`config.mk`:
```
export PLATFORM = sky130hd
export DESIGN_NAME = tcr_core
export DESIGN_NICKNAME = d
export VERILOG_FILES = /design/src/include/tcr_pkg.sv /design/src/rtl/tcr_prescaler.sv /design/src/rtl/tcr_fall_detect.sv /design/src/rtl/tcr_core.sv
export SDC_FILE = /design/constraint.sdc
export NUM_CORES = 1
export LEC_CHECK = 0
export ABC_CLOCK_PERIOD_IN_PS = 5300
export BUFFER_PORTS_ARGS = -buffer_cell sky130_fd_sc_hd__buf_2
export CAP_MARGIN = 20
export CORE_MARGIN = 4
export CORE_UTILIZATION = 61
export DETAILED_ROUTE_END_ITERATION = 12
export GPL_TIMING_DRIVEN = 0
export PLACE_DENSITY = 0.91
export SLEW_MARGIN = 10
export SYNTH_ARGS = -nofsm -noshare
export SYNTH_HDL_FRONTEND = slang
export SYNTH_SLANG_ARGS = --single-unit
```
`constraint.sdc`:
```
create_clock -name mclk_i -period 5.3 [get_ports mclk_i]
set_input_delay 0.265 -clock mclk_i [delete_from_list [all_inputs] [get_ports mclk_i]]
set_output_delay 0.265 -clock mclk_i [all_outputs]
set_load 0.01 [all_outputs]
```
`src/include/tcr_pkg.sv`:
```
package tcr_pkg;

	localparam int unsigned CNT_W = 8;

	// Register byte addresses on the plain register port
	localparam logic [7:0] ADDR_RELOAD = 8'hCD;
	localparam logic [7:0] ADDR_COUNT  = 8'hDB;
	localparam logic [7:0] ADDR_MODE   = 8'hE0;
	localparam logic [7:0] ADDR_CLKSEL = 8'hE1;
	localparam logic [7:0] ADDR_STATUS = 8'hE2;
	localparam logic [7:0] ADDR_MASK   = 8'hE3;

	// Mode, clock select and status register field positions
	localparam int unsigned MODE_PWM_BIT = 0;
	localparam int unsigned MODE_TGL_BIT = 1;
	localparam int unsigned MODE_ARL_BIT = 2;
	localparam int unsigned MODE_SRC_BIT = 3;
	localparam int unsigned MODE_PRE_LSB = 4;
	localparam int unsigned MODE_RUN_BIT = 7;
	localparam int unsigned CLKSEL_FAST_BIT = 0;
	localparam int unsigned STS_OVF_BIT = 0;

	// Values after reset
	localparam logic [7:0] RST_COUNT  = 8'h00;
	localparam logic [7:0] RST_RELOAD = 8'h00;
	localparam logic [7:0] RST_MODE   = 8'h00;
	localparam logic [7:0] RST_REG    = 8'h00;
	localparam logic       RST_PIN    = 1'b0;

	// Overflow boundaries expressed as masks of the significant count bits
	localparam logic [7:0] MASK_256 = 8'hFF;
	localparam logic [7:0] MASK_64  = 8'h3F;
	localparam logic [7:0] MASK_32  = 8'h1F;
	localparam logic [7:0] MASK_16  = 8'h0F;

	// Prescaler masks for prescale code zero
	localparam logic [7:0] PRE_SLOW_MASK = 8'hFF;
	localparam logic [7:0] PRE_FAST_MASK = 8'h7F;

	typedef struct packed {
		logic       timer_run_enable;
		logic [2:0] prescale_code;
		logic       count_source_select;
		logic       auto_reload_select;
		logic       toggle_output_select;
		logic       pwm_output_enable;
	} tcr_mode_s;

	function automatic logic [7:0] tcr_bound_mask(input tcr_mode_s m);
		logic [7:0] r;
		r = MASK_256;
		if (!m.count_source_select && m.pwm_output_enable)
		begin
			unique case ({m.auto_reload_select, m.toggle_output_select})
				2'b00: r = MASK_256;
				2'b01: r = MASK_64;
				2'b10: r = MASK_32;
				2'b11: r = MASK_16;
			endcase
		end
		return r;
	endfunction : tcr_bound_mask

endpackage : tcr_pkg

```
`src/rtl/tcr_prescaler.sv`:
```
`timescale 1ns/1ps
module tcr_prescaler #(
	parameter int unsigned PRE_W = 8
) (
	input  wire logic       mclk_i,
	input  wire logic       rst_n_i,
	input  wire logic       fcpu_tick_i,
	input  wire logic       fosc_tick_i,
	input  wire logic       fast_clock_select_i,
	input  wire logic [2:0] prescale_code_i,
	output logic            tick_o
);

	if (PRE_W != 8)
	begin : g_chk
		$error("tcr_prescaler: PRE_W must be 8");
	end

	logic [PRE_W-1:0] div_q;
	logic [PRE_W-1:0] div_d;
	wire logic             base_w;
	wire logic [PRE_W-1:0] mask_w;

	// Fast source divides one step less, so code 111 gives the raw oscillator tick
	assign base_w = fast_clock_select_i ? fosc_tick_i : fcpu_tick_i;
	assign mask_w = fast_clock_select_i ? (tcr_pkg::PRE_FAST_MASK >> prescale_code_i)
	                                    : (tcr_pkg::PRE_SLOW_MASK >> prescale_code_i);
	assign div_d  = base_w ? div_q + PRE_W'(1) : div_q;
	assign tick_o = base_w && ((div_q & mask_w) == mask_w);

	always_ff @(posedge mclk_i or negedge rst_n_i)
	begin
		if (!rst_n_i)
			div_q <= tcr_pkg::RST_REG;
		else
			div_q <= div_d;
	end

endmodule : tcr_prescaler

```
`src/rtl/tcr_fall_detect.sv`:
```
`timescale 1ns/1ps
module tcr_fall_detect (
	input  wire logic mclk_i,
	input  wire logic rst_n_i,
	input  wire logic level_i,
	output logic      fall_o
);

	logic prev_q;

	// Reset low so that a pin idling low gives no edge after reset
	assign fall_o = prev_q && !level_i;

	always_ff @(posedge mclk_i or negedge rst_n_i)
	begin
		if (!rst_n_i)
			prev_q <= tcr_pkg::RST_PIN;
		else
			prev_q <= level_i;
	end

endmodule : tcr_fall_detect

```
`src/rtl/tcr_core.sv`:
```
// Local design decision: the address-and-strobe port.
`timescale 1ns/1ps
module tcr_core #(
	parameter int unsigned CNT_W = tcr_pkg::CNT_W
) (
	input  wire logic             mclk_i,
	input  wire logic             rst_n_i,
	input  wire logic [7:0]       bus_addr_i,
	input  wire logic [7:0]       bus_wdata_i,
	input  wire logic             bus_wr_i,
	input  wire logic             bus_rd_i,
	output logic      [7:0]       bus_rdata_o,
	input  wire logic             fcpu_tick_i,
	input  wire logic             fosc_tick_i,
	input  wire logic             external_count_input_i,
	output logic                  irq_o,
	output logic                  timeout_o,
	output logic      [CNT_W-1:0] timer_count_value_o,
	output logic      [CNT_W-1:0] reload_active_o
);

	if (CNT_W != 8)
	begin : g_chk
		$error("tcr_core: CNT_W must be 8");
	end

	// Register state
	logic      [CNT_W-1:0] count_q;
	logic      [CNT_W-1:0] count_d;
	logic      [CNT_W-1:0] hold_q;
	logic      [CNT_W-1:0] hold_d;
	logic      [CNT_W-1:0] active_q;
	logic      [CNT_W-1:0] active_d;
	tcr_pkg::tcr_mode_s    mode_q;
	logic                  fast_q;
	logic      [7:0]       sts_q;
	logic      [7:0]       sts_d;
	logic      [7:0]       mask_q;
	logic      [7:0]       rdata_q;
	logic      [7:0]       rdata_d;
	logic                  timeout_q;
	logic                  irq_q;

	// Decode
	wire logic             wr_count_w;
	wire logic             wr_reload_w;
	wire logic             wr_mode_w;
	wire logic             wr_clksel_w;
	wire logic             wr_status_w;
	wire logic             wr_mask_w;
	wire logic             pre_tick_w;
	wire logic             ext_fall_w;
	wire logic             tick_w;
	wire logic             ovf_w;
	wire logic             reload_en_w;
	wire logic [CNT_W-1:0] bound_w;
	wire logic [CNT_W-1:0] inc_w;
	wire logic [CNT_W-1:0] wrap_w;
	wire logic [7:0]       rd_mux_w;

	assign wr_count_w  = bus_wr_i && (bus_addr_i == tcr_pkg::ADDR_COUNT);
	assign wr_reload_w = bus_wr_i && (bus_addr_i == tcr_pkg::ADDR_RELOAD);
	assign wr_mode_w   = bus_wr_i && (bus_addr_i == tcr_pkg::ADDR_MODE);
	assign wr_clksel_w = bus_wr_i && (bus_addr_i == tcr_pkg::ADDR_CLKSEL);
	assign wr_status_w = bus_wr_i && (bus_addr_i == tcr_pkg::ADDR_STATUS);
	assign wr_mask_w   = bus_wr_i && (bus_addr_i == tcr_pkg::ADDR_MASK);

	tcr_prescaler #(
		.PRE_W (8)
	) u_pre (
		.mclk_i              (mclk_i),
		.rst_n_i             (rst_n_i),
		.fcpu_tick_i         (fcpu_tick_i),
		.fosc_tick_i         (fosc_tick_i),
		.fast_clock_select_i (fast_q),
		.prescale_code_i     (mode_q.prescale_code),
		.tick_o              (pre_tick_w)
	);

	tcr_fall_detect u_fall (
		.mclk_i  (mclk_i),
		.rst_n_i (rst_n_i),
		.level_i (external_count_input_i),
		.fall_o  (ext_fall_w)
	);

	// Tick source and run gate
	assign tick_w = mode_q.timer_run_enable &&
	                (mode_q.count_source_select ? ext_fall_w : pre_tick_w);

	// Boundary: only the masked low bits count; upper bits are left untouched
	assign bound_w = tcr_pkg::tcr_bound_mask(mode_q);
	assign ovf_w   = tick_w && ((count_q & bound_w) == bound_w);
	assign inc_w   = count_q + CNT_W'(1);
	assign wrap_w  = (count_q & ~bound_w) | (inc_w & bound_w);

	// PWM forces reload; otherwise the reload select decides
	assign reload_en_w = mode_q.pwm_output_enable || mode_q.auto_reload_select;

	// Software write wins over a tick in the same cycle
	always_comb
	begin
		count_d = count_q;
		if (wr_count_w)
			count_d = bus_wdata_i;
		else if (ovf_w && reload_en_w)
			count_d = hold_q;
		else if (tick_w)
			count_d = wrap_w;
	end

	// Overflow loads the value being promoted, so a write made before it is used
	assign hold_d   = wr_reload_w ? bus_wdata_i : hold_q;
	assign active_d = ovf_w ? hold_q : active_q;

	// Set beats a write-one clear in the same cycle
	assign sts_d = (sts_q & ~(wr_status_w ? bus_wdata_i : tcr_pkg::RST_REG)) |
	               ({7'h00, ovf_w} << tcr_pkg::STS_OVF_BIT);

	// Reload register is write-only and reads back as zero
	assign rd_mux_w = (bus_addr_i == tcr_pkg::ADDR_COUNT)  ? count_q :
	                  (bus_addr_i == tcr_pkg::ADDR_MODE)   ? mode_q :
	                  (bus_addr_i == tcr_pkg::ADDR_CLKSEL) ? {7'h00, fast_q} :
	                  (bus_addr_i == tcr_pkg::ADDR_STATUS) ? sts_q :
	                  (bus_addr_i == tcr_pkg::ADDR_MASK)   ? mask_q :
	                  tcr_pkg::RST_REG;
	assign rdata_d = bus_rd_i ? rd_mux_w : tcr_pkg::RST_REG;

	always_ff @(posedge mclk_i or negedge rst_n_i)
	begin
		if (!rst_n_i)
		begin
			count_q  <= tcr_pkg::RST_COUNT;
			hold_q   <= tcr_pkg::RST_RELOAD;
			active_q <= tcr_pkg::RST_RELOAD;
		end
		else
		begin
			count_q  <= count_d;
			hold_q   <= hold_d;
			active_q <= active_d;
		end
	end

	always_ff @(posedge mclk_i or negedge rst_n_i)
	begin
		if (!rst_n_i)
		begin
			mode_q <= tcr_pkg::RST_MODE;
			fast_q <= 1'b0;
			mask_q <= tcr_pkg::RST_REG;
		end
		else
		begin
			if (wr_mode_w)
				mode_q <= bus_wdata_i;
			if (wr_clksel_w)
				fast_q <= bus_wdata_i[tcr_pkg::CLKSEL_FAST_BIT];
			if (wr_mask_w)
				mask_q <= bus_wdata_i;
		end
	end

	always_ff @(posedge mclk_i or negedge rst_n_i)
	begin
		if (!rst_n_i)
		begin
			sts_q     <= tcr_pkg::RST_REG;
			rdata_q   <= tcr_pkg::RST_REG;
			timeout_q <= 1'b0;
			irq_q     <= 1'b0;
		end
		else
		begin
			sts_q     <= sts_d;
			rdata_q   <= rdata_d;
			timeout_q <= ovf_w;
			irq_q     <= |(sts_d & mask_q);
		end
	end

	assign bus_rdata_o         = rdata_q;
	assign irq_o               = irq_q;
	assign timeout_o           = timeout_q;
	assign timer_count_value_o = count_q;
	assign reload_active_o     = active_q;
endmodule : tcr_core

```
# After elaboration in Yosys (flattened, before gate mapping)
# Index checks and enable logic that the tools add are counted.
[totals]
input_bits = 23
elab_cells = 75
reg_bits = 68
out_inout_bits = 26
[classes]
bitwise = 10
reduce_logical = 18
mux = 15
eq_ne = 11
shifts = 2
n_addsub = 2
[ops]
columns = ["operator", "count"]
rows = [
  ["8-bit 2-to-1 mux", 12],
  ["8-bit bitwise AND", 6],
  ["8-bit == test, second input constant", 6],
  ["8-bit one-hot mux with 4 select lines", 1],
  ["8-bit by 1-bit adder with 8-bit output, second input constant", 2],
  ["8-bit == test", 2],
  ["8-bit inverter", 2],
  ["1-bit logical AND", 12],
  ["8-bit by 1-bit OR with 8-bit output", 1],
  ["8-bit OR", 1],
  ["8-bit OR reduction", 1],
  ["7-bit by 3-bit right shift with 8-bit output, first input constant", 1],
  ["8-bit by 3-bit right shift with 8-bit output, first input constant", 1],
  ["2-bit == test, second input constant", 2],
  ["3-bit nonzero test", 1],
  ["2-bit by 1-bit == test with 1-bit output, second input constant", 1],
  ["1-bit zero test", 2],
  ["2-bit zero test", 1],
  ["1-bit 2-to-1 mux", 2],
  ["1-bit logical OR", 1],
]

# Depth between registers and ports, before layout
# Gate-level depths: netlist (run 1).
[logic_depth]
word_depth = 11
mapped_depth = 8
ltp_nobuf = 7

# By module
# Synthesis (run 1) repeated with hierarchy kept, for this count alone.
[hier_totals]
cells_unflattened = 294
area_unflattened_um2 = 3409.5
[modules_own_cells]
columns = ["module", "area_per_inst_um2", "n_inst", "seq_area_each_um2", "cells_per_inst"]
rows = [
  ["tcr_core", 2932.8, 1, 1476.4, 251],
  ["tcr_prescaler", 437.9, 1, 200.2, 41],
  ["tcr_fall_detect", 38.8, 1, 25.0, 2],
]

# Least setup slack after synthesis (run 1)
# Ideal clock, no wire load.
[synth_timing]
kind = "register to register"
start = "register fast_q"
end = "register active_q[0], in the netlist reload_active_o[0]"
path_buffers = 2
stages_incl_launch_ff = 9
t_required_ns = 5.175
period_less_slack_ns = 2.301
arrival_ns = 2.176
setup_ns = 0.125
setup_slack_ns = 2.999
cell_sequence = "dfrtp_1 buf_4 mux2_4 nand3b_1 or4_1 o21ai_2 and3_4 buf_12 mux2_4"
[synth_between]
elab_chain_len = 7
word_cells_on_any_way = 8
cone_classes = "eq/ne: 1; mux: 3; bitwise: 1; reduce/logical: 3"
[synth_rtl]
columns = ["item", "line", "source"]
rows = [
  ["start, declared", "tcr_core.sv:35", "logic fast_q;"],
  ["start signal, assigned", "tcr_core.sv:158", "fast_q <= bus_wdata_i[tcr_pkg::CLKSEL_FAST_BIT];"],
  ["8-bit 2-to-1 mux", "tcr_prescaler.sv:26", "assign mask_w = fast_clock_select_i ? (tcr_pkg::PRE_FAST_MASK >> prescale_code_i)"],
  ["8-bit bitwise AND", "tcr_prescaler.sv:29", "assign tick_o = base_w && ((div_q & mask_w) == mask_w);"],
  ["8-bit == test", "tcr_prescaler.sv:29", ""],
  ["1-bit logical AND *", "tcr_prescaler.sv:29", ""],
  ["1-bit 2-to-1 mux *", "tcr_core.sv:89", "(mode_q.count_source_select ? ext_fall_w : pre_tick_w);"],
  ["1-bit logical AND *", "tcr_core.sv:88", "assign tick_w = mode_q.timer_run_enable &&"],
  ["1-bit logical AND *", "tcr_core.sv:93", "assign ovf_w = tick_w && ((count_q & bound_w) == bound_w);"],
  ["via ovf_w", "tcr_core.sv:54", "wire logic ovf_w;"],
  ["end signal, assigned", "tcr_core.sv:135", "active_q <= tcr_pkg::RST_RELOAD;"],
  ["end signal, assigned", "tcr_core.sv:141", "active_q <= active_d;"],
  ["end, declared", "tcr_core.sv:32", "logic [CNT_W-1:0] active_q;"],
]
# Mark *: on every way through the listed nets, which the timed path passes. The rest lies on a longest branch.
# A chain may end at the register's enable or synchronous reset.

# Final worst setup path (run 1)
[layout_timing]
start = "register mode_q[4] (netlist name)"
end = "register active_q[4], in the netlist reload_active_o[4]"
[layout_between]
elab_chain_len = 8
word_cells_on_any_way = 9
cone_classes = "eq/ne: 1; shift: 2; mux: 2; bitwise: 1; reduce/logical: 3"
[layout_rtl]
columns = ["item", "line", "source"]
rows = [
  ["start, declared", "tcr_core.sv:34", "tcr_pkg::tcr_mode_s mode_q;"],
  ["start signal, assigned", "tcr_core.sv:149", "mode_q <= tcr_pkg::RST_MODE;"],
  ["start signal, assigned", "tcr_core.sv:156", "mode_q <= bus_wdata_i;"],
  ["8-bit by 3-bit right shift with 8-bit output or 7-bit by 3-bit right shift with 8-bit output (tied branches)", "tcr_prescaler.sv:27, tcr_prescaler.sv:26", ""],
  ["8-bit 2-to-1 mux *", "tcr_prescaler.sv:26", ""],
  ["8-bit bitwise AND", "tcr_prescaler.sv:29", ""],
  ["8-bit == test *", "tcr_prescaler.sv:29", ""],
  ["1-bit logical AND *", "tcr_prescaler.sv:29", ""],
  ["1-bit 2-to-1 mux *", "tcr_core.sv:89", ""],
  ["1-bit logical AND *", "tcr_core.sv:88", ""],
  ["1-bit logical AND *", "tcr_core.sv:93", ""],
  ["via ovf_w", "tcr_core.sv:54", ""],
]
# Marks and branches as above.

==> results of run 1 <==
==> cells by family (layout without fill, tap and decap cells) <==
kind of cell / count (synthesis) / after routing / share of synthesized area [%]
buffers and inverters: 14 / 79 / 2.27
adder cells (fa/ha/maj): 3 / 3 / 1.04
flip-flops: 68 / 68 / 50.6
AND/OR/NAND/NOR: 93 / 93 / 14.9
AO/OA/AOI/OAI: 57 / 57 / 12.1
XOR/XNOR: 11 / 11 / 2.86
multiplexers: 47 / 47 / 16.2
==> state kept, by name (all words and copies together) (netlist names), named ones only <==
| register | flops |
|---|---|
| bus_rdata_o | 8 |
| hold_q | 8 |
| mask_q | 8 |
| mode_q | 8 |
| reload_active_o | 8 |
| sts_q | 8 |
| u_pre.div_q | 8 |
| timer_count_value_o | 4 |
| fast_q | 1 |
| irq_o | 1 |
| timeout_o | 1 |
| u_fall.prev_q | 1 |
==> routing by layer <==
layer	track usage (%)	vias to the layer above	routed length (um)
met3	5.31	21	550
met2	36.1	106	3510
li1	-	1190	-
met1	34.5	1254	3210
met4	11.0	0	217
met5	0	-	0
==> synthesized netlist by cell type, types with 3 or more instances <==
library cell | n | area (um2)
clkbuf_1 | 4 | 15.0
nor3_1 | 3 | 15.0
a21o_1 | 4 | 30.0
and3_1 | 3 | 18.8
or2_2 | 3 | 18.8
nand2_1 | 27 | 101
mux2i_1 | 11 | 110
nand3_1 | 7 | 35.0
o211ai_1 | 3 | 22.5
a21oi_1 | 10 | 50.1
nand4_1 | 4 | 25.0
nor2_1 | 18 | 67.6
o21ai_0 | 6 | 30.0
xnor2_1 | 7 | 61.3
inv_1 | 5 | 18.8
dfrtp_1 | 68 | 1700
and2_1 | 3 | 18.8
a21boi_0 | 5 | 37.5
xor2_1 | 4 | 35.0
mux2_2 | 28 | 315
mux2_4 | 8 | 120
and2_0 | 3 | 18.8
a221oi_1 | 8 | 70.1
a31oi_1 | 3 | 18.8
nor2b_1 | 8 | 50.1
==> per-stage QoR <==
stage          total power [uW]  area, um2  setup WS [ns]  std cells  hold slack, ns
6_report                   1130       3900           2.69        428          0.0612
5_1_grt                    1180       3900           2.42        428          0.0507
4_1_cts                    1130       3900           2.68        428          0.0491
3_5_place_dp                763       3720           2.69        412           0.294
3_3_place_gp                750       3690           2.79        411           0.392
2_1_floorplan               702       3360           3.00        293         -0.0306
==> worst min path at each step <==
stage	start	endpoint	slack [ns]	depth (start not counted)
6_report	external_count_input_i	u_fall.prev_q	0.06	1
5_1_grt	external_count_input_i	u_fall.prev_q	0.05	1
4_1_cts	external_count_input_i	u_fall.prev_q	0.05	1
3_5_place_dp	rst_n_i	sts_q[7]	0.29	2
3_3_place_gp	external_count_input_i	u_fall.prev_q	0.39	1
2_1_floorplan	rst_n_i	asynchronous set/reset pin	-0.03	0
==> worst max-delay path, stage by stage (launching register included) <==
cell	delay [ns]
dfrtp_1	0.34
clkbuf_1	0.32
or2_2	0.18
a31oi_1	0.08
or4_1	0.55
o21ai_2	0.30
and3_4	0.28
buf_12	0.14
mux2_4	0.30
==> power by group <==
part / total (uW) / switching [uW] / internal [uW]
logic: 148 / 77.1 / 71.4
clock network: 371 / 179 / 192
registers: 607 / 45.1 / 562
==> placed cells by master (no fill, tap or decap), types with 7 or more instances in the layout <==
cell type,Yosys,layout
nand2_1,27,27
dfrtp_1,68,68
xnor2_1,7,7
buf_2,0,47
nor2b_1,8,8
a221oi_1,8,8
clkbuf_8,0,11
a21oi_1,10,10
mux2_2,28,28
mux2i_1,11,11
nand3_1,7,7
nor2_1,18,18
mux2_4,8,8
==> area by class of cell <==
type / count / area, um2 / area share [%]
flip-flops and latches: 68 / 1700 / 43.6
repair buffers: 50 / 280 / 7.18
inverters: 5 / 18.8 / 0.481
well taps: 70 / 87.6 / 2.25
clock inverters: 2 / 10.0 / 0.257
plain buffers: 9 / 57.6 / 1.48
multi-input cells: 211 / 1590 / 40.7
clock buffers: 13 / 159 / 4.07
==> what timing repair did <==
item | CTS | global route
setup buffers | 0 | 0
hold buffers | 1 | 0
endpoints found under the hold margin | 68 | 0
==> results.tsv, run 1 <==
stage	metric	value	unit
sta	worst_pin_slew	0.772	ns
sta	setup_violations	0	
setup_path	r2r_slack	2.69	ns
clocking	tritoncts	built	
logic_synthesis	syn_area_per_cell	11.5	um2
logic_synthesis	ys_seq_area_share	50.6	%
die	die_x	82.3	um
power_and_ir_drop	power_leakage	0.00191	uW
global_routing	grt_max_degree	69	
place	io_buffers	48	
clocking	numCtsBuffers	9	
route	num_vias	2571	
clocking	cts_root_buf	clkbuf_8	
die	ioPinCount	49	
layout	utilization	74.5	%
logic_synthesis	ys_types	54	
layout	drive_gt1_share	30.7	%
route	first_pass_iters	4	
setup_path	crit_path_start	mode_q[4]	
sta	period_minus_slack	2.61	ns
logic_synthesis	ys.warnings.count	0	
job	cap_violations	0	
sta	finalHoldViolCount	0	
global_routing	gr-total-overflow	0	
sta	relSlewSlack	48.3	%
global_routing	grtUsageTotal	24.4	%
clocking	clock_sinks	68	
route	wire_per_inst	17.5	um
place	routabilityCongestion	0.942	
setup_path	cp_data_arrival_time	2.83	ns
layout	area_growth	16.0	%
sta	rsz0062_at_grt	no	
clocking	path_clk_slew	0.07	ns
sta	fmax	384	MHz
logic_synthesis	synth_edf_count	0	
hold_path	hold_path_class	in2reg	
die	dieArea	6770	um2
route	via_per_inst	6.01	
route	routed_wl	7490	um
logic_synthesis	synth-seq-cells	68	
global_routing	grt_pass1_wl	12300	um
setup_path	crit_fanout	10	
setup_path	rr_worst_depth	8	
setup_path	crit-reg2reg-capture	reload_active_o[4]	
setup_path	r2r-start	mode_q[4]	
route	drtIter0Drc	254	
global_routing	first_global_vias	2503	
global_routing	antenna_found_initial	0	
die	num_rows	26	
clocking	htree_levels	3	
logic_synthesis	synth-async-reset-ratio	100	%
clocking	ctsLongestPathBuffers	2	
sta	period_share	49.2	%
logic_synthesis	ys.flop_type	dfrtp_1	
route	ant_nets	0	
logic_synthesis	syn-cell-area	3360	um2
setup_path	cp-end-kind	flop	
setup_path	endpoint	reload_active_o[4]	
setup_path	cp-start-kind	flop	
die	start_util	64.2	%
layout	nets	379	
setup_path	required	5.53	ns
clocking	cts-resized-gates	0	
route	drc_errors	0	
logic_synthesis	syn-instance-count	293	
place	dp_hpwl	5400	um
die	core_area	5240	um2
logic_synthesis	syn_nets	318	
sta	skew	0.00885	ns
sta	drv_slew	0	
layout	fillCellCount	364	
clocking	worstSkewPairLatency	0.34	ns
sta	tns	0	ns
setup_path	path_class	reg2reg	
layout	n_antenna_cell	0	
run_status	status	finished, final reports clean	
die	fp.dieH	82.3	um
power_and_ir_drop	p_per_area	289	nW/um2
power_and_ir_drop	peakVddDrop	164	uV
No activity file was read; power rests on OpenSTA's default activity.
==> run 2, diff against run 1 <==
--- a/config.mk
+++ b/config.mk
@@ -5,14 +5,14 @@
 export SDC_FILE = /design/constraint.sdc
 export NUM_CORES = 1
 export LEC_CHECK = 0
-export ABC_CLOCK_PERIOD_IN_PS = 5300
+export ABC_CLOCK_PERIOD_IN_PS = 2250
 export BUFFER_PORTS_ARGS = -buffer_cell sky130_fd_sc_hd__buf_2
 export CAP_MARGIN = 20
 export CORE_MARGIN = 4
-export CORE_UTILIZATION = 61
+export CORE_UTILIZATION = 51
 export DETAILED_ROUTE_END_ITERATION = 12
 export GPL_TIMING_DRIVEN = 0
-export PLACE_DENSITY = 0.91
+export PLACE_DENSITY = 0.82
 export SLEW_MARGIN = 10
 export SYNTH_ARGS = -nofsm -noshare
 export SYNTH_HDL_FRONTEND = slang
==> constraint.sdc (replaced) <==
create_clock -name mclk_i -period 2.25 [get_ports mclk_i]
set_input_delay 0.1125 -clock mclk_i [delete_from_list [all_inputs] [get_ports mclk_i]]
set_output_delay 0.1125 -clock mclk_i [all_outputs]
set_load 0.01 [all_outputs]
==> run 2 against run 1 <==
Net effect: the run now ends with negative setup slack left; final cell count up 2.8%; power rose to 2.7 times the previous value; critical path type unchanged; critical path depth unchanged; die area increased by 18%; first-iteration DRC count decreased by 25%; worst hold slack worse by 0.029 ns; clock power rose to 3.3 times the previous value; largest power group unchanged; largest cell class unchanged; global-route usage is 3.5 points lower.
==> results.tsv, run 2 (same netlist as run 1, synthesis figures left out) <==
stage	metric	value	unit	change
setup_path	crit_top_cell	mux2_4		
clocking	cts_root_buf	clkbuf_8		
layout	n_antenna_cell	0		unchanged
global_routing	gr-total-overflow	0		unchanged
global_routing	first_global_vias	2470		-1.3%
job	cap_violations	0		unchanged
setup_path	crit-reg2reg-capture	reload_active_o[3]		
layout	layout_common_cells	dfrtp_1, buf_2, mux2_2, nand2_1, nor2_1		
setup_path	cp-end-kind	flop		
sta	period_minus_slack	2.32	ns	-0.282 ns
global_routing	antenna_found_initial	0		unchanged
clocking	numCtsBuffers	9		unchanged
setup_path	cp_data_arrival_time	2.58	ns	-0.25 ns
power_and_ir_drop	power_leakage	0.00197	uW	+3.4%
setup_path	cp-start-kind	flop		
global_routing	grtUsageTotal	20.9	%	-3.5 points
sta	relSlewSlack	37.7	%	-11 points
setup_path	slowest_stage	or4_4		
setup_path	required	2.50	ns	-3.03 ns
clocking	htree_levels	3		unchanged
place	io_buffers	48		unchanged
sta	setup_violations	8		+8
setup_path	cp_cell_sequence	buf_6 > mux2_4 > nand3b_1 > or4_4 > o21ai_4 > and3_4 > clkbuf_16 > mux2_4		
route	num_vias	2568		-0.12%
die	fp.dieH	89.2	um	+8.5%
clocking	tritoncts	built		
layout	final_common_cell	dfrtp_1		
setup_path	rr_worst_depth	8		unchanged
layout	drive_gt1_share	34.4	%	+3.7 points
hold_path	whs_endpoint	sts_q[4]		
run_status	failed_checks	negative setup slack		
die	ioPinCount	49		unchanged
global_routing	grt_pass1_wl	12400	um	+0.72%
hold_path	worstHoldStart	bus_wdata_i[4]		
die	core_area	6390	um2	+22%
setup_path	crit_fanout	9		-1
sta	tns	-0.509	ns	-0.509 ns
setup_path	path_class	reg2reg		
place	routabilityCongestion	0.898		-4.6%
sta	worst_slack	-0.0744	ns	-2.77 ns
route	via_per_inst	5.84		-2.8%
die	start_util	52.7	%	-12 points
power_and_ir_drop	power	3030	uW	+170%
power_and_ir_drop	peakVddDrop	554	uV	+240%
sta	worst_pin_slew	0.931	ns	+0.159 ns
route	routed_wl	7990	um	+6.7%
sta	skew	0.0125	ns	+0.00364 ns
sta	rsz0062_at_grt	yes		
route	drc_errors	0		unchanged
route	wire_per_inst	18.2	um	+3.8%
global_routing	grt_max_degree	45		-35%
place	dp_hpwl	5490	um	+1.6%
layout	utilization	64.3	%	-10 points
route	first_pass_iters	4		unchanged
layout	area_growth	22.1	%	
sta	finalHoldViolCount	0		unchanged
sta	drv_slew	0		unchanged
power_and_ir_drop	p_per_area	737	nW/um2	+160%
clocking	worstSkewPairLatency	0.36	ns	+0.02 ns
route	drtIter0Drc	191		-25%
run_status	status	complete, but fails checks		
setup_path	r2r-start	fast_q		
route	ant_nets	0		unchanged
clocking	clock_sinks	68		unchanged
die	die_x	89.2	um	+8.5%
hold_path	hold_path_class	in2reg		
clocking	path_clk_slew	0.08	ns	about the same
sta	period_share	103	%	+54 points
die	num_rows	29		+12%
hold_path	hold_depth	2		+1
sta	fmax	430	MHz	+12%
clocking	ctsLongestPathBuffers	2		unchanged
die	dieArea	7960	um2	+18%
setup_path	crit_path_max_incr_delay	0.53	ns	-0.02 ns
place	place_ws	-0.273	ns	-2.97 ns
setup_path	r2r_slack	-0.07	ns	-2.77 ns
layout	nets	383		+1.1%
## run 2: cell count changes in the layout (fill, tap and decap cells not counted), sizes merged
cell | previous run | this run
bufinv | 0 | 3
clkbuf | 17 | 13
buf | 54 | 57
dlygate4sd3 | 1 | 2
clkinvlp | 0 | 1
inv | 5 | 6
## run 2: final cells by class
| class | instances | area, um2 |
|---|---|---|
| repair buffers | 55 | 343 |
| multi-input cells | 211 | 1630 |
| clock inverters | 7 | 124 |
| fillers | 485 | 2280 |
| clock buffers | 9 | 124 |
| inverters | 5 | 18.8 |
| flip-flops and latches | 68 | 1700 |
| well taps | 77 | 96.3 |
| plain buffers | 8 | 65.1 |
## run 2: how the worst max path moves through the flow
| stage | startpoint | end | slack, ns |
|---|---|---|---|
| 2_1_floorplan | fast_q | reload_active_o[0] | 0.003 |
| 3_3_place_gp | mode_q[4] | reload_active_o[4] | -0.26 |
| 3_5_place_dp | mode_q[4] | reload_active_o[4] | -0.27 |
| 4_1_cts | fast_q | reload_active_o[6] | -0.07 |
| 5_1_grt | fast_q | reload_active_o[3] | -0.12 |
| 6_report | fast_q | reload_active_o[3] | -0.07 |
## run 2: through the flow
| stage | hold slack (ns) | instance area [um2] | std cells |
|---|---|---|---|
| floorplan | -0.183 | 3370 | 293 |
| global route | 0.0288 | 4110 | 440 |
| detailed placement | 0.0375 | 3730 | 419 |
| global placement | 0.244 | 3700 | 418 |
| CTS | 0.0196 | 4030 | 438 |
| finish | 0.0317 | 4110 | 440 |
## run 2: report_power, final
group          switching, uW  internal, uW  leakage [uW]  total, uW
combinational            184           170      0.000935        353
sequential               114          1320      0.000917       1440
clock                    495           743      0.000120       1240
total                    792          2230       0.00197       3030
## run 2: per-layer routing
| layer | vias to the layer above | GRT usage, % | share of wire, % |
|---|---|---|---|
| met4 | 0 | 9.07 | 1.6 |
| met3 | 15 | 3.78 | 6.0 |
| met1 | 1268 | 28.5 | 45 |
| met5 | - | 0 | 0 |
| met2 | 83 | 32.8 | 47 |
| li1 | 1202 | - | - |
## run 2: what timing repair did
action | 4_1_cts | 5_1_grt
hold endpoints to repair | 25 | 0
cloned | 0 | 1
gates resized for setup | 4 | 11
buffers inserted | 2 | 1
setup endpoints to repair | 17 | 16
pin swaps | 4 | 2
hold buffers | 2 | 0
## run 2: critical path, delay by kind of cell (launching register included)
family,cells,cell delay [ns]
AO/OA/AOI/OAI,1,0.16
buffers and inverters,2,0.30
flip-flops,1,0.38
multiplexers,2,0.52
AND/OR/NAND/NOR,3,0.86
==> run 3, diff against run 2 <==
--- a/config.mk
+++ b/config.mk
@@ -13,6 +13,7 @@
 export DETAILED_ROUTE_END_ITERATION = 12
 export GPL_TIMING_DRIVEN = 0
 export PLACE_DENSITY = 0.82
+export RECOVER_POWER = 100
 export SLEW_MARGIN = 10
 export SYNTH_ARGS = -nofsm -noshare
 export SYNTH_HDL_FRONTEND = slang
==> run 3 against run 2 <==
Net effect: the flow still finishes with violations (negative setup slack); flip-flop and latch count is the same; register-to-register slack is essentially flat; sequential power is essentially flat; maximum frequency shrank 0.42%; final cell count is the same; via count grew 0.74%; clock power is essentially flat; clock-buffer cell count is the same; critical path depth is the same; wire length is essentially flat; critical endpoint unchanged; largest cell class unchanged; largest power group unchanged.
==> results.tsv, run 3 (same netlist as run 1, synthesis figures left out) <==
stage	metric	value	unit	change
power_and_ir_drop	p_per_area	744	nW/um2	+0.91%
global_routing	first_global_vias	2470		unchanged
global_routing	grt_pass1_wl	12400	um	unchanged
place	placed_cells	419		unchanged
global_routing	grt_max_degree	45		unchanged
route	via_per_inst	5.88		+0.74%
place	dp_hpwl	5490	um	unchanged
setup_path	slowest_stage	or4_4		
clocking	htree_levels	3		unchanged
die	start_util	52.7	%	unchanged
setup_path	r2r_slack	-0.08	ns	about the same
die	core_area	6390	um2	unchanged
run_status	status	complete, but fails checks		
clocking	ctsLongestPathBuffers	2		unchanged
layout	fillCellCount	500		+3.1%
setup_path	required	2.50	ns	about the same
layout	n_antenna_cell	0		unchanged
sta	skew	0.00905	ns	-0.00344 ns
die	dieArea	7960	um2	unchanged
sta	worst_pin_slew	1.28	ns	+0.345 ns
clocking	path_clk_slew	0.08	ns	about the same
route	wire_per_inst	18.2	um	about the same
route	drtIter0Drc	189		-1.0%
setup_path	cp_data_arrival_time	2.59	ns	about the same
sta	rsz0062_at_grt	yes		
die	num_rows	29		unchanged
setup_path	cp-end-kind	flop		
die	die_x	89.2	um	unchanged
setup_path	cp-start-kind	flop		
layout	fin_area	4070	um2	-1.0%
layout	nets	383		unchanged
sta	setup_violations	8		unchanged
setup_path	crit_path_max_incr_delay	0.53	ns	about the same
sta	tns	-0.552	ns	-0.0427 ns
global_routing	antenna_found_initial	0		unchanged
global_routing	grtUsageTotal	20.9	%	unchanged
job	cap_violations	0		unchanged
route	num_vias	2587		+0.74%
die	ioPinCount	49		unchanged
sta	finalHoldViolCount	0		unchanged
place	dpl-instance-area	3730	um2	unchanged
power_and_ir_drop	peakVddDrop	558	uV	+0.63%
route	drc_errors	0		unchanged
clocking	clock_sinks	68		unchanged
sta	relSlewSlack	14.9	%	-23 points
die	fp.dieH	89.2	um	unchanged
place	routabilityCongestion	0.898		unchanged
layout	final_common_cell	dfrtp_1		
setup_path	cp_cell_sequence	buf_6 > mux2_4 > nand3b_1 > or4_4 > o21ai_4 > and3_4 > clkbuf_16 > mux2_4		
layout	drive_gt1_share	28.7	%	-5.8 points
setup_path	path_class	reg2reg		
layout	instances_no_fill	440		unchanged
route	routed_wl	7990	um	about the same
sta	worst_slack	-0.0842	ns	-0.00975 ns
hold_path	hold_path_class	in2reg		
clocking	cts_root_buf	clkbuf_8		
power_and_ir_drop	power_leakage	0.00188	uW	-4.5%
setup_path	crit_fanout	9		unchanged
sta	drv_slew	0		unchanged
place	io_buffers	48		unchanged
sta	period_minus_slack	2.33	ns	+0.00975 ns
route	ant_nets	0		unchanged
sta	period_share	104	%	+0.43 points
clocking	tritoncts	built		
global_routing	gr-total-overflow	0		unchanged
route	first_pass_iters	5		+1
sta	fmax	428	MHz	-0.42%
clocking	worstSkewPairLatency	0.36	ns	about the same
layout	layout_common_cells	dfrtp_1, mux2_2, buf_2, nand2_1, clkbuf_1		
run_status	failed_checks	negative setup slack		
clocking	numCtsBuffers	9		unchanged
setup_path	crit_top_cell	mux2_4		
layout	area_growth	20.8	%	
-- run 3: cell count changes in the layout (fill, tap and decap cells not counted), sizes merged --
cell,before,now
clkbuf,13,34
buf,57,36
-- run 3: worst paths after layout --
path / from / endpoint / cells after the start
min in group asynchronous: rst_n_i / u_pre.div_q[6] / 2
setup reg to reg: fast_q / reload_active_o[3] / 8
setup / recovery: fast_q / reload_active_o[3] / 8
max in group asynchronous: rst_n_i / timer_count_value_o[0] / 3
hold / removal: bus_wdata_i[4] / sts_q[4] / 2
hold reg to reg: u_pre.div_q[7] / u_pre.div_q[7] / 1
-- run 3: per-layer routing --
layer | up-vias | GRT usage (%) | routed length (um)
met5 | - | 0 | 0
met4 | 0 | 9.07 | 200
met3 | 19 | 3.78 | 509
met2 | 102 | 32.8 | 3760
met1 | 1268 | 28.5 | 3530
li1 | 1198 | - | -
-- run 3: layout make-up --
class,count,area [um2],area share [%]
repair buffers,55,303,7.45
clock inverters,7,124,3.05
well taps,77,96.3,2.37
inverters,5,18.8,0.462
multi-input cells,211,1630,40.1
clock buffers,9,124,3.05
plain buffers,8,65.1,1.60
flip-flops and latches,68,1700,41.9
-- run 3: report_power, final --
part,total (uW),leakage (uW),switching [uW],internal [uW]
Sequential,1440,0.000918,113,1320
Combinational,349,0.000845,183,166
Clock,1240,0.000120,497,743
Total,3020,0.00188,793,2230
-- run 3: repair_timing --
| action | CTS | global route |
|---|---|---|
| hold buffers | 2 | 0 |
| pin swaps | 4 | 2 |
| endpoints found under the setup margin | 17 | 16 |
| gates cloned | 0 | 1 |
| setup buffers | 2 | 1 |
| resized for setup | 4 | 11 |
| hold endpoints to repair | 25 | 0 |
-- run 3: critical path, delay by kind of cell (launching register included) --
kind / cells / cell delay (ns)
AOI/OAI and AO/OA: 1 / 0.16
buffers and inverters: 2 / 0.30
muxes: 2 / 0.52
and+or+nand+nor: 3 / 0.86
DFF: 1 / 0.38
-- run 3: stage by stage --
step                      util (%)  power (uW)  hold slack [ns]  worst slack, ns
after detailed placement      58.4        1800           0.0375           -0.273
after global placement        58.0        1770            0.244           -0.256
after CTS                     63.0        3030           0.0196          -0.0730
after global routing          63.7        3160           0.0288           -0.125
final                         63.7        3020           0.0274          -0.0842
after floorplan                  -        1650           -0.183          0.00323
